<file path="src/tx_fmt_pkg.sv">
// constants, formats and states for the serial transmitter
// assumes a single 100 MHz clock and a synchronous 16x bit-rate pin
package tx_fmt_pkg;

    // ************************************************************
    // bit timing, counted in edges of the 16x transmit clock pin
    // ************************************************************
    localparam logic [3:0] TICKS_LAST_OF_BIT  = 4'hf;
    localparam logic [3:0] TICKS_LAST_OF_HALF = 4'h7;

    // ************************************************************
    // character format
    // ************************************************************
    localparam logic [2:0] LEN_BASE      = 3'h5;
    localparam logic [1:0] LEN_SEL_FIVE  = 2'h0;
    localparam int         DATA_MSB      = 7;

    typedef struct packed {
        logic       parity_disable;
        logic       two_stop_select;
        logic [1:0] char_length_select;
        logic       parity_even_select;
    } tx_format_t;

    localparam tx_format_t FORMAT_RESET = '{1'b0, 1'b0, 2'h0, 1'b0};

    typedef enum logic [2:0] {
        ST_IDLE   = 3'b000,
        ST_START  = 3'b001,
        ST_DATA   = 3'b010,
        ST_PARITY = 3'b011,
        ST_STOP1  = 3'b100,
        ST_STOP2  = 3'b101
    } tx_state_t;

    // ************************************************************
    // register port
    // ************************************************************
    localparam logic [3:0] OFS_INT_STATUS = 4'h0;
    localparam logic [3:0] OFS_INT_MASK   = 4'h4;
    localparam logic [3:0] OFS_LIVE       = 4'h8;
    localparam int         EV_CHAR_DONE   = 0;
    localparam int         EV_HOLD_FREE   = 1;
    localparam int         NUM_EVENTS     = 2;
    localparam logic [NUM_EVENTS-1:0] INT_RESET = 2'h0;

endpackage

</file>
<file path="src/tx_bit_timer.sv">
// divider from the 16x transmit clock pin to bit and half-bit enables
// assumes the pin is synchronous to CLK and slower than CLK/2
`timescale 1ns/1ps
`default_nettype none
module tx_bit_timer
    import tx_fmt_pkg::*;
(
    input  wire logic       clk,
    input  wire logic       rst_n,
    input  wire logic       clk16_pin,
    input  wire logic       restart,
    output logic            tick,
    output logic            bit_end,
    output logic            half_end,
    output logic [3:0]      count
);
    logic       pin_prev_reg;
    logic [3:0] cnt_reg;
    logic [3:0] cnt_next;

    // rising edge of the 16x pin is one phase tick
    assign tick     = clk16_pin & ~pin_prev_reg;
    assign bit_end  = tick & (cnt_reg == TICKS_LAST_OF_BIT);
    assign half_end = tick & (cnt_reg == TICKS_LAST_OF_HALF);
    assign count    = cnt_reg;
    assign cnt_next = restart ? 4'h0 : (tick ? cnt_reg + 4'h1 : cnt_reg);

    always_ff @(posedge clk or negedge rst_n) begin
        if (!rst_n) begin
            pin_prev_reg <= 1'b0;
            cnt_reg      <= 4'h0;
        end else begin
            pin_prev_reg <= clk16_pin;
            cnt_reg      <= cnt_next;
        end
    end

    a_bit_sixteen: assert property (@(posedge clk) disable iff (!rst_n)
        bit_end |-> (cnt_reg == 4'hf) && tick)
        else $error("bit end not on sixteenth tick");
endmodule // tx_bit_timer
`default_nettype wire

</file>
<file path="src/tx_serializer.sv">
// transmit half of an asynchronous serial port with its format latch
// assumes all pins synchronous to CLK; 16x pin from the system
//
// What this block does
// - buffer-empty flag high whenever holding register can take a character
// - buffer-empty output floats while status output enable is high
// - data strobe pulse captures the parallel inputs into holding register
// - idle transmitter starts the first character on data strobe rising edge
// - end-of-character rises after each full character, holds until next start
// - whole frame shifted out serially; line stays high when nothing sent
// - holding register accepts up to eight data bits
// - format selections load while control strobe high; may be tied high
// - parity disable drops the parity bit; stops follow last data bit
// - stop bits follow parity; low select one stop, high select two
// - two stops with five-bit characters gives one and a half stops
// - length select 00,01,10,11 gives five, six, seven, eight data bits
// - parity after data bits; low select odd, high select even
// - external reset clears transmit and format registers, sets line, end-of-char and empty high
// - buffer-empty flag driven while enable low, floating while high; end-of-char always driven
//
// Added by the designer: strobed register access and the register addresses.
`timescale 1ns/1ps
`default_nettype none
module tx_serializer
    import tx_fmt_pkg::*;
(
    input  wire logic       CLK,
    input  wire logic       RESET_N,
    input  wire logic       EXTERNAL_RESET,
    input  wire logic       TX_CLOCK_16X,
    input  wire logic       DATA_STROBE,
    input  wire logic [7:0] TX_PARALLEL_IN,
    input  wire logic       CONTROL_STROBE,
    input  wire logic       PARITY_DISABLE,
    input  wire logic       TWO_STOP_SELECT,
    input  wire logic [1:0] CHAR_LENGTH_SELECT,
    input  wire logic       PARITY_EVEN_SELECT,
    input  wire logic       STATUS_OUTPUT_ENABLE,
    input  wire logic [3:0] REG_ADDR,
    input  wire logic [7:0] REG_WDATA,
    input  wire logic       REG_WR,
    input  wire logic       REG_RD,
    output logic      [7:0] REG_RDATA,
    output logic            SERIAL_OUT,
    output logic            END_OF_CHAR,
    output logic            TX_HOLDING_EMPTY,
    output logic            TX_HOLDING_EMPTY_OE,
    output logic            IRQ
);

    // ************************************************************
    // reset release
    // ************************************************************
    logic rst_sync1_reg;
    logic rst_n;

    always_ff @(posedge CLK or negedge RESET_N) begin
        if (!RESET_N) begin
            rst_sync1_reg <= 1'b0;
            rst_n         <= 1'b0;
        end else begin
            rst_sync1_reg <= 1'b1;
            rst_n         <= rst_sync1_reg;
        end
    end

    // ************************************************************
    // declarations
    // ************************************************************
    tx_format_t              fmt_in;
    tx_format_t              fmt_reg;
    tx_state_t               state_reg;
    tx_state_t               state_next;
    logic [7:0]              hold_reg;
    logic                    hold_full_reg;
    logic                    ds_prev_reg;
    logic [7:0]              shift_reg;
    logic [7:0]              shift_next;
    logic [2:0]              bit_idx_reg;
    logic                    parity_reg;
    logic                    short_stop_reg;
    logic                    eoc_reg;
    logic [NUM_EVENTS-1:0]   int_status_reg;
    logic [NUM_EVENTS-1:0]   int_mask_reg;
    logic                    tick;
    logic                    bit_end;
    logic                    half_end;
    logic [3:0]              tick_count;

    // ************************************************************
    // decode
    // ************************************************************
    wire        xr            = EXTERNAL_RESET;
    wire        ds_rise       = DATA_STROBE & ~ds_prev_reg;
    wire [2:0]  last_idx      = 3'(fmt_reg.char_length_select) + 3'h4;
    wire [7:0]  len_mask      = 8'hff >> (3'h3 - 3'(fmt_reg.char_length_select));
    wire [7:0]  load_data     = hold_reg & len_mask;
    wire        load_parity   = ^load_data ^ ~fmt_reg.parity_even_select;
    wire        last_data     = (bit_idx_reg == last_idx);
    wire        stop2_end     = short_stop_reg ? half_end : bit_end;
    wire        frame_done    = (state_reg == ST_STOP1 && bit_end && !fmt_reg.two_stop_select)
                              | (state_reg == ST_STOP2 && stop2_end);
    wire        go_idle_start = (state_reg == ST_IDLE) && hold_full_reg;
    wire        go_next_start = frame_done && hold_full_reg;
    wire        transfer      = go_idle_start | go_next_start;
    wire        wr_status     = REG_WR && (REG_ADDR == OFS_INT_STATUS);
    wire        wr_mask       = REG_WR && (REG_ADDR == OFS_INT_MASK);
    wire [NUM_EVENTS-1:0] events;
    wire [7:0]  rd_mux;

    assign fmt_in = '{PARITY_DISABLE, TWO_STOP_SELECT, CHAR_LENGTH_SELECT,
                      PARITY_EVEN_SELECT};
    assign events[EV_CHAR_DONE] = frame_done;
    assign events[EV_HOLD_FREE] = transfer;

    assign rd_mux = (REG_ADDR == OFS_INT_STATUS) ? {6'h0, int_status_reg} :
                    (REG_ADDR == OFS_INT_MASK)   ? {6'h0, int_mask_reg}   :
                    (REG_ADDR == OFS_LIVE)       ? {3'h0, state_reg, eoc_reg,
                                                    ~hold_full_reg} :
                                                   8'h00;

    // ************************************************************
    // bit timing
    // ************************************************************
    tx_bit_timer u_timer (
        .clk       (CLK),
        .rst_n     (rst_n),
        .clk16_pin (TX_CLOCK_16X),
        .restart   (transfer),
        .tick      (tick),
        .bit_end   (bit_end),
        .half_end  (half_end),
        .count     (tick_count)
    );

    // ************************************************************
    // frame sequencer
    // ************************************************************
    always_comb begin
        state_next = state_reg;
        shift_next = shift_reg;
        if (transfer) begin
            state_next = ST_START;
            shift_next = load_data;
        end else begin
            unique case (state_reg)
                ST_IDLE: begin
                    state_next = ST_IDLE;
                end
                ST_START: begin
                    if (bit_end)
                        state_next = ST_DATA;
                end
                ST_DATA: begin
                    if (bit_end) begin
                        shift_next = shift_reg >> 1;
                        if (!last_data)
                            state_next = ST_DATA;
                        else if (fmt_reg.parity_disable)
                            state_next = ST_STOP1;
                        else
                            state_next = ST_PARITY;
                    end
                end
                ST_PARITY: begin
                    if (bit_end)
                        state_next = ST_STOP1;
                end
                ST_STOP1: begin
                    if (bit_end)
                        state_next = fmt_reg.two_stop_select ? ST_STOP2 : ST_IDLE;
                end
                ST_STOP2: begin
                    if (stop2_end)
                        state_next = ST_IDLE;
                end
                default: begin
                    state_next = ST_IDLE;
                end
            endcase
        end
    end

    always_ff @(posedge CLK or negedge rst_n) begin
        if (!rst_n) begin
            state_reg <= ST_IDLE;
            shift_reg <= 8'h00;
        end else if (xr) begin
            state_reg <= ST_IDLE;
            shift_reg <= 8'h00;
        end else begin
            state_reg <= state_next;
            shift_reg <= shift_next;
        end
    end

    // ************************************************************
    // bit counter and per-character latches
    // ************************************************************
    always_ff @(posedge CLK or negedge rst_n) begin
        if (!rst_n) begin
            bit_idx_reg    <= 3'h0;
            parity_reg     <= 1'b0;
            short_stop_reg <= 1'b0;
        end else if (xr || transfer) begin
            bit_idx_reg    <= 3'h0;
            parity_reg     <= xr ? 1'b0 : load_parity;
            short_stop_reg <= xr ? 1'b0 : (fmt_reg.char_length_select == LEN_SEL_FIVE);
        end else if (state_reg == ST_DATA && bit_end) begin
            bit_idx_reg    <= bit_idx_reg + 3'h1;
        end
    end

    // ************************************************************
    // holding register and format latch
    // ************************************************************
    always_ff @(posedge CLK or negedge rst_n) begin
        if (!rst_n) begin
            hold_reg      <= 8'h00;
            hold_full_reg <= 1'b0;
            ds_prev_reg   <= 1'b0;
            fmt_reg       <= FORMAT_RESET;
        end else if (xr) begin
            hold_reg      <= 8'h00;
            hold_full_reg <= 1'b0;
            ds_prev_reg   <= DATA_STROBE;
            fmt_reg       <= FORMAT_RESET;
        end else begin
            ds_prev_reg <= DATA_STROBE;
            if (DATA_STROBE)
                hold_reg <= TX_PARALLEL_IN;
            if (ds_rise)
                hold_full_reg <= 1'b1;
            else if (transfer)
                hold_full_reg <= 1'b0;
            if (CONTROL_STROBE)
                fmt_reg <= fmt_in;
        end
    end

    // ************************************************************
    // pin outputs
    // ************************************************************
    logic serial_next;

    always_comb begin
        unique case (state_next)
            ST_START:  serial_next = 1'b0;
            ST_DATA:   serial_next = shift_next[0];
            ST_PARITY: serial_next = (transfer ? load_parity : parity_reg);
            default:   serial_next = 1'b1;
        endcase
    end

    always_ff @(posedge CLK or negedge rst_n) begin
        if (!rst_n) begin
            SERIAL_OUT          <= 1'b1;
            eoc_reg             <= 1'b1;
            TX_HOLDING_EMPTY    <= 1'b1;
            TX_HOLDING_EMPTY_OE <= 1'b1;
        end else if (xr) begin
            SERIAL_OUT          <= 1'b1;
            eoc_reg             <= 1'b1;
            TX_HOLDING_EMPTY    <= 1'b1;
            TX_HOLDING_EMPTY_OE <= ~STATUS_OUTPUT_ENABLE;
        end else begin
            SERIAL_OUT          <= serial_next;
            // end flag pulses for one cycle even when the next start follows at once
            if (frame_done)
                eoc_reg <= 1'b1;
            else if (transfer || state_reg == ST_START)
                eoc_reg <= 1'b0;
            TX_HOLDING_EMPTY    <= ~(hold_full_reg | ds_rise);
            TX_HOLDING_EMPTY_OE <= ~STATUS_OUTPUT_ENABLE;
        end
    end

    assign END_OF_CHAR = eoc_reg;

    // ************************************************************
    // interrupt status, mask and read port
    // ************************************************************
    always_ff @(posedge CLK or negedge rst_n) begin
        if (!rst_n) begin
            int_status_reg <= INT_RESET;
            int_mask_reg   <= INT_RESET;
            IRQ            <= 1'b0;
            REG_RDATA      <= 8'h00;
        end else begin
            // a new event wins over a same-cycle write-one clear
            int_status_reg <= (int_status_reg & ~({NUM_EVENTS{wr_status}}
                               & REG_WDATA[NUM_EVENTS-1:0])) | events;
            if (wr_mask)
                int_mask_reg <= REG_WDATA[NUM_EVENTS-1:0];
            IRQ       <= |(int_status_reg & int_mask_reg);
            REG_RDATA <= REG_RD ? rd_mux : 8'h00;
        end
    end

    // ************************************************************
    // checks
    // ************************************************************
    a_idle_line_high: assert property (@(posedge CLK) disable iff (!rst_n)
        (state_reg == ST_IDLE) && $past(state_reg == ST_IDLE) |-> SERIAL_OUT)
        else $error("line not marking while idle");

    a_start_bit_low: assert property (@(posedge CLK) disable iff (!rst_n)
        (state_reg == ST_START) |-> !SERIAL_OUT && (!eoc_reg || $past(frame_done)))
        else $error("start bit not low or end flag still high");

    a_start_length: assert property (@(posedge CLK) disable iff (!rst_n || xr)
        (state_reg == ST_START) && bit_end |=> (state_reg == ST_DATA))
        else $error("start bit did not end after sixteen ticks");

    a_strobe_fills: assert property (@(posedge CLK) disable iff (!rst_n)
        ds_rise && !xr |=> hold_full_reg ##1 !TX_HOLDING_EMPTY)
        else $error("strobe did not fill holding register");

    a_empty_follows: assert property (@(posedge CLK) disable iff (!rst_n || xr)
        !hold_full_reg && !ds_rise |=> TX_HOLDING_EMPTY)
        else $error("empty flag low while holding register free");

    a_status_float: assert property (@(posedge CLK) disable iff (!rst_n)
        STATUS_OUTPUT_ENABLE |=> !TX_HOLDING_EMPTY_OE)
        else $error("status flag driven while enable high");

    a_eoc_holds: assert property (@(posedge CLK) disable iff (!rst_n || xr)
        eoc_reg && !transfer && (state_reg != ST_START) |=> eoc_reg)
        else $error("end flag dropped without a new character");

    a_eoc_pulse: assert property (@(posedge CLK) disable iff (!rst_n || xr)
        frame_done |=> eoc_reg)
        else $error("end flag not raised after a full character");

    a_parity_skip: assert property (@(posedge CLK) disable iff (!rst_n || xr)
        (state_reg == ST_DATA) && bit_end && last_data && fmt_reg.parity_disable
        |=> (state_reg == ST_STOP1) && SERIAL_OUT)
        else $error("parity bit sent while disabled");

    a_format_load: assert property (@(posedge CLK) disable iff (!rst_n || xr)
        CONTROL_STROBE |=> fmt_reg == $past(fmt_in))
        else $error("format not latched under control strobe");

    a_half_stop: assert property (@(posedge CLK) disable iff (!rst_n || xr)
        (state_reg == ST_STOP2) && short_stop_reg && half_end && !hold_full_reg
        |=> (state_reg == ST_IDLE) && eoc_reg)
        else $error("short second stop not ended at half bit");

    a_reset_marks: assert property (@(posedge CLK) disable iff (!rst_n)
        xr |=> SERIAL_OUT && eoc_reg && TX_HOLDING_EMPTY && (state_reg == ST_IDLE))
        else $error("external reset did not mark the line");

    c_char_sent:   cover property (@(posedge CLK) disable iff (!rst_n) frame_done);
    c_back_to_back: cover property (@(posedge CLK) disable iff (!rst_n) go_next_start);
    c_half_stop:   cover property (@(posedge CLK) disable iff (!rst_n)
        (state_reg == ST_STOP2) && short_stop_reg && half_end);
    c_irq_raised:  cover property (@(posedge CLK) disable iff (!rst_n) $rose(IRQ));

endmodule // tx_serializer
`default_nettype wire

</file>
<file path="config.mk">
export PLATFORM = sky130hd
export DESIGN_NAME = tx_serializer
export DESIGN_NICKNAME = d
export VERILOG_FILES = /design/src/tx_fmt_pkg.sv /design/src/tx_bit_timer.sv /design/src/tx_serializer.sv
export SDC_FILE = /design/constraint.sdc
export NUM_CORES = 1
export LEC_CHECK = 0
export BUFFER_PORTS_ARGS = -buffer_cell sky130_fd_sc_hd__buf_2
export CORE_MARGIN = 2
export CORE_UTILIZATION = 45
export CTS_BUF_LIST = sky130_fd_sc_hd__clkbuf_4
export DETAILED_ROUTE_END_ITERATION = 7
export PLACE_DENSITY = 0.69
export REMOVE_ABC_BUFFERS = 1
export SLEW_MARGIN = 15
export SYNTH_ARGS = -nofsm -noshare
export SYNTH_HDL_FRONTEND = slang
export SYNTH_SLANG_ARGS = --single-unit
</file>
<file path="constraint.sdc">
create_clock -name CLK -period 1.5 [get_ports CLK]
set_input_delay 0 -clock CLK [delete_from_list [all_inputs] [get_ports CLK]]
set_output_delay 0 -clock CLK [all_outputs]
set_load 0.05 [all_outputs]
</file>
==> impl_results.md, run 1 <==
* Status: finished with violations
* Failing checks: negative setup slack
* Setup tns final at -7.53 ns
* Unrepaired setup endpoints after global routing: true
* Hold crit path type: in -> reg
* Total Die Area at 0.00637 mm2
* Gr usage total at 21.1%
* Filler cell count at 411
* Wire length per cell at 14.6 um
* Nets@finish at 391
* Pin count of the biggest net entering global routing at 51
* Hold Vio Cnt, Final at 0
* Critical Path End Type: flip-flop
* FF/Latch Area at 0.00131 mm2
* Final estimated routing congestion in global placement at 0.815
* Clk_lat worst skew at 0.38 ns
* Top cell type's share of synthesized area at 46.4%
* Layout cells sized above 1 at 39.3%
* Initial antenna violation count at 0
* Flop pwr share at 49.2%
* Achievable Freq at 0.525 GHz
* Cell count of the worst reg-to-reg path at 8
* EDFF count, synth at 0
* Die W at 79.8 um
* Multi-input logic area at 0.00132 mm2
* Sw Ratio at 32.6%
* Sequential element share of the synthesized area at 50.5%
* DR vias/cell at 5.16
* Mapped cell area at 0.00259 mm2
* Mapped Avg Cell Area at 10.9 um2
* Drt pass-1 iters at 4
* DR iter-0 viols at 91
* Critical Path AT at 2.23 ns
* DIE HEIGHT at 79.8 um
* Hold Crit Start: CONTROL_STROBE
* Max Cap Violations at 0
* Most used cell, CP: nor3_4
* Synth-to-layout area growth at 44.2%
* Power per cell area at 912 mW/mm2
* PortBufs at 37
* Cell accounting for the most synthesized area: dfrtp_1
* Leakage at 1.72 nW
* Highest-count cells in the layout ignoring fill and taps: dfrtp_1 (47), buf_4 (43), buf_2 (37)
* Power share of the combinational group at 31.5%
* Commonest non-fill, non-tap cell in the layout: dfrtp_1
* Initial core utilization at 46.7%
* Worst path required time at 1.83 ns
* CTS tree: built
* Vias in the first global route at 2,183
* Flops & latches, synth at 52
* Clk pin slew, worst setup/hold paths at 0.15 ns
* Internal power at 2.29 mW
* Final WL at 6.25 mm
* CP max FO at 5
* First-pass GRT wire length at 10.4 mm
* Cells after Synth at 238
* Via count at 2,209
* RR Endpoint: SERIAL_OUT
* Share of power burned in the clock network at 19.3%
* Top Ports at 47
* Final Cycle Share at 127%
* Cell family with most CP delay: compound AO/OA/AOI/OAI gates
* Final Max Tran Viols at 0
* # diodes at 0
* Remaining DRCs at 0
* Slowest CP cell: dfrtp_1
* Max clock buf depth at 2
* Clk sinks at 52
* Worst path max stage delay at 0.43 ns
* Buf/Inv on CP at 2
* CP cell instances: ha_4, nand4b_4, buf_6, nor3_4, buf_4, o311a_4, nor3_4, a211o_1
* Worst VDD drop at 0.554 mV
* Worst Hold Path EP: fmt_reg[1]
* Reg-to-reg slack, setup at -0.40 ns
* Final Util at 67.3%
* Final Critical Period at 1.90 ns
* Remaining Overflow, GRT at 0
* Fin Clk Skew at 0.0113 ns
* Synth cell types at 54
* Crit Path Class: reg -> reg
* Hold depth at 3
* Routed Antenna Nets at 0
* Yosys warning count at 0
* Post-synth ARST share at 100%
* Worst hold margin at 0.0114 ns
* CTS H-tree lvls at 2
* Core box area at 0.00554 mm2
* Detailed Place HPWL at 3.97 mm
* Switch Pwr at 1.11 mW
* Predominant post-synthesis flop cell: dfrtp_1
* Worst setup margin at -0.404 ns
* Worst r2r src: u_timer.count[1]
* Setup violations, final at 25
* CTS root buf: clkbuf_4
* Placement Rows at 27
* Total CTS buffers at 5
* Synth top area cells: dfrtp_1 (46%), mux2i_1 (8.1%), nor2_1 (5.2%)
* Startpoint type of the worst setup path: flip-flop
## synthesized netlist by cell type, types with 4 or more instances
cell type  count
nor2_1        36
mux2i_1       21
nand4_1        4
dfrtp_1       48
a211oi_1       8
nand2_1       12
inv_1          7
clkbuf_1       4
dfstp_2        4
xnor2_1       10
a21oi_1       10
buf_4          4
o21ai_0        6
nor3_1         9
## layout make-up
class / instances / share of cell area (%)
Clock buffer: 6 / 1.21
Tap cell: 72 / 2.41
Multi-Input combinational cell: 168 / 35.3
Timing Repair Buffer: 120 / 24.8
Inverter: 8 / 0.805
Sequential cell: 52 / 35.0
Clock inverter: 2 / 0.335
## worst register-to-register path, stage by stage (launching register included)
cell      delay, ns
dfrtp_1        0.43
ha_4           0.18
nand4b_4       0.13
buf_6          0.15
nor3_4         0.24
buf_4          0.15
o311a_4        0.25
nor3_4         0.05
a211o_1        0.27
## timing repair
action | 4_1_cts | 5_1_grt
gates resized for setup | 21 | 22
hold endpoints to repair | 29 | 0
hold buffers | 32 | 0
gates cloned | 1 | 1
pin swaps | 18 | 16
buffers inserted | 3 | 9
endpoints found under the setup margin | 25 | 27
## routing by layer
metal,track usage (%),vias up,share of wire [%],routed length (um)
met1,27.2,1075,46,2870
met2,35.0,52,49,3040
met3,5.32,10,4.1,256
met4,6.78,0,1.3,82
met5,0,-,0,0
li1,-,1072,-,-
## power groups by stage
stage	clock network (mW)	registers (mW)	logic, mW
6_report	0.655	1.67	1.07
5_1_grt	0.739	1.69	1.16
4_1_cts	0.671	1.67	0.989
3_5_place_dp	0	1.68	0.797
3_3_place_gp	0	1.67	0.766
2_1_floorplan	0	1.75	0.365
## worst max path at each step
stage | from | slack [ns] | cells after the start | endpoint
2_1_floorplan | u_timer.count[0] | -0.62 | 6 | SERIAL_OUT
3_3_place_gp | u_timer.count[0] | -0.37 | 7 | shift_reg[3]
3_5_place_dp | u_timer.count[0] | -0.43 | 7 | shift_reg[2]
4_1_cts | u_timer.count[0] | -0.31 | 7 | shift_reg[6]
5_1_grt | u_timer.count[1] | -0.49 | 9 | parity_reg
6_report | u_timer.count[1] | -0.40 | 8 | SERIAL_OUT
## logic make-up (layout without fill, tap and decap cells)
logic type | Yosys count | after routing | share of synthesized area [%]
compound gates | 40 | 40 | 11.6
xor+xnor | 14 | 14 | 5.27
fa+ha+maj | 2 | 2 | 0.967
buf+inv | 20 | 136 | 4.45
flops | 52 | 52 | 50.5
mux | 23 | 23 | 8.99
other cells | 2 | 4 | 0.290
simple gates | 85 | 85 | 17.9
## through the flow
stage / setup WS [ns] / cell area, um2 / power, mW / instances
3_3_place_gp: -0.373 / 3080 / 2.44 / 375
3_5_place_dp: -0.426 / 3080 / 2.48 / 375
5_1_grt: -0.489 / 3730 / 3.59 / 428
2_1_floorplan: -0.619 / 2510 / 2.12 / 228
4_1_cts: -0.310 / 3590 / 3.33 / 419
6_report: -0.404 / 3730 / 3.40 / 428
(Power assumes the default switching activity.)
==> run 2: changes to the inputs <==
--- a/config.mk
+++ b/config.mk
@@ -5,13 +5,15 @@
 export SDC_FILE = /design/constraint.sdc
 export NUM_CORES = 1
 export LEC_CHECK = 0
-export BUFFER_PORTS_ARGS = -buffer_cell sky130_fd_sc_hd__buf_2
+export BUFFER_PORTS_ARGS = -buffer_cell sky130_fd_sc_hd__buf_4
 export CORE_MARGIN = 2
 export CORE_UTILIZATION = 45
 export CTS_BUF_LIST = sky130_fd_sc_hd__clkbuf_4
 export DETAILED_ROUTE_END_ITERATION = 7
+export GPL_ROUTABILITY_DRIVEN = 0
 export PLACE_DENSITY = 0.69
 export REMOVE_ABC_BUFFERS = 1
+export SETUP_SLACK_MARGIN = 0.2
 export SLEW_MARGIN = 15
 export SYNTH_ARGS = -nofsm -noshare
 export SYNTH_HDL_FRONTEND = slang
==> run 2 against run 1 <==
  * The run still ends with negative setup slack left
  * Register-to-register slack better by 0.03 ns
  * Critical endpoint unchanged
  * Clock skew up 0.00055 ns
  * Highest routed layer unchanged
  * Largest cell class unchanged
  * Via count up 2.1%
  * Flip-flop and latch count unchanged
  * Design area up 5.1%
  * Clock power up 22%
  * First-iteration DRC count up 22%
  * Global-route usage about the same
==> impl_results.md, run 2 (synthesis results as in run 1) <==
* Final WL at 6.57 mm (+5.1%)
* DR vias/cell at 5.24 (+1.6%)
* Filler cell count at 424 (+3.2%)
* Max Cap Violations at 0 (unchanged)
* Layout cells sized above 1 at 41.9% (+2.6 points)
* Leakage at 1.83 nW (+6.1%)
* Pin count of the biggest net entering global routing at 37 (-27%)
* Setup violations, final at 25 (unchanged)
* Sw Ratio at 31.6% (-1.0 points)
* Share of power burned in the clock network at 22.5% (+3.2 points)
* Failing checks: negative setup slack
* Final Cycle Share at 125% (-1.9 points)
* Clk_lat worst skew at 0.38 ns (about the same)
* PortBufs at 37 (unchanged)
* Worst path required time at 1.83 ns (about the same)
* Commonest non-fill, non-tap cell in the layout: buf_4
* CTS H-tree lvls at 2 (unchanged)
* Hold Vio Cnt, Final at 0 (unchanged)
* Clk pin slew, worst setup/hold paths at 0.16 ns (about the same)
* Critical Path AT at 2.21 ns (-0.02 ns)
* CTS tree: built
* Clk sinks at 52 (unchanged)
* Die W at 79.8 um (unchanged)
* Worst VDD drop at 0.688 mV (+24%)
* Drt pass-1 iters at 4 (unchanged)
* First-pass GRT wire length at 10.6 mm (+1.9%)
* Initial core utilization at 46.7% (unchanged)
* Placement Rows at 27 (unchanged)
* Final Critical Period at 1.88 ns (-0.0284 ns)
* DIE HEIGHT at 79.8 um (unchanged)
* Top Ports at 47 (unchanged)
* Max clock buf depth at 2 (unchanged)
* Final Max Tran Viols at 0 (unchanged)
* DR iter-0 viols at 111 (+22%)
* Initial antenna violation count at 0 (unchanged)
* Flop pwr share at 47.1% (-2.1 points)
* Total Die Area at 0.00637 mm2 (unchanged)
* Detailed Place HPWL at 4.00 mm (+0.77%)
* Total CTS buffers at 5 (unchanged)
* Gr usage total at 21.1% (-0.028 points)
* CP max FO at 7 (+2)
* Fin Clk Skew at 0.0118 ns (+0.000552 ns)
* Remaining DRCs at 0 (unchanged)
* Crit Path Class: reg -> reg
* Internal power at 2.44 mW (+6.5%)
* Nets@finish at 393 (+0.51%)
* # diodes at 0 (unchanged)
* Synth-to-layout area growth at 51.6%
* Via count at 2,255 (+2.1%)
* Worst setup margin at -0.375 ns (+0.0284 ns)
* Switch Pwr at 1.13 mW (+1.5%)
* Routed Antenna Nets at 0 (unchanged)
* Achievable Freq at 0.533 GHz (+1.5%)
* Critical Path End Type: flip-flop
* Worst hold margin at 0.0716 ns (+0.0602 ns)
* Status: finished with violations
* Power per cell area at 909 mW/mm2 (-0.27%)
* Unrepaired setup endpoints after global routing: true
* Remaining Overflow, GRT at 0 (unchanged)
* Wire length per cell at 15.3 um (+4.6%)
* Startpoint type of the worst setup path: flip-flop
* Core box area at 0.00554 mm2 (unchanged)
* Setup tns final at -6.32 ns (+1.21 ns)
* CTS root buf: clkbuf_4
* Highest-count cells in the layout ignoring fill and taps: buf_4 (79), dfrtp_1 (46), nor2_1 (28), dlygate4sd3_1 (28), mux2i_1 (20)
* Power share of the combinational group at 30.4% (-1.1 points)
* Hold crit path type: in -> reg
* Vias in the first global route at 2,310 (+5.8%)
-- run 2: path summary, 6_finish.rpt --
check,from,endpoint,slack (ns),depth (start not counted)
max in group asynchronous,rst_n,TX_HOLDING_EMPTY,0.75,1
setup / recovery,u_timer.count[0],SERIAL_OUT,-0.38,7
hold / removal,REG_ADDR[1],REG_RDATA[0],0.07,4
setup reg to reg,u_timer.count[0],SERIAL_OUT,-0.38,7
hold reg to reg,rst_n,u_timer.pin_prev_reg,0.18,0
min in group asynchronous,rst_n,u_timer.pin_prev_reg,0.18,0
-- run 2: final cells by class --
class	count	area [um2]	area share, %
Clock buffer	5	37.5	0.957
Clock inverter	3	42.5	1.08
Inverter	8	30.0	0.766
Multi-Input combinational cell	168	1350	34.4
Sequential cell	52	1310	33.4
Tap cell	72	90.1	2.30
Timing Repair Buffer	122	1060	27.1
-- run 2: power groups by stage --
stage | combinational [mW] | sequential (mW) | clock [mW]
6_report | 1.08 | 1.68 | 0.802
5_1_grt | 1.17 | 1.70 | 0.895
4_1_cts | 0.975 | 1.67 | 0.815
3_5_place_dp | 0.820 | 1.68 | 0
3_3_place_gp | 0.803 | 1.68 | 0
2_1_floorplan | 0.365 | 1.75 | 0
-- run 2: timing repair --
item,in CTS,in global routing
endpoints found under the hold margin,27,1
buffers inserted,8,9
gates resized for setup,28,28
hold buffers,30,1
cloned,1,1
setup endpoints to repair,26,27
pin swaps,9,9
-- run 2: critical path, stage by stage, from the launching register on --
cell and delay, ns:
dfrtp_1 0.43, ha_4 0.17, nand4b_4 0.17, nor4_4 0.30, o311ai_4 0.20, buf_4 0.19, a221oi_2 0.25, a211o_1 0.14
-- run 2: per-layer routing --
layer  GRT usage [%]  up-vias  wire (um)  part of all wire (%)
met3            4.41       12        263                   4.0
met5               0        -          0                     0
li1                -     1069          -                     -
met2            37.1       73       3320                    51
met4            5.42        0        102                   1.6
met1            26.4     1101       2880                    44
-- run 2: through the flow --
stage | area (um2) | total power [mW] | worst slack (ns) | utilization [%] | cells
detailed placement | 3160 | 2.50 | -0.447 | 57.1 | 373
global route | 3920 | 3.76 | -0.472 | 70.8 | 430
CTS | 3730 | 3.46 | -0.309 | 67.3 | 420
global placement | 3160 | 2.48 | -0.361 | 57.1 | 373
finish | 3920 | 3.57 | -0.375 | 70.8 | 430
floorplan | 2510 | 2.12 | -0.619 | - | 228
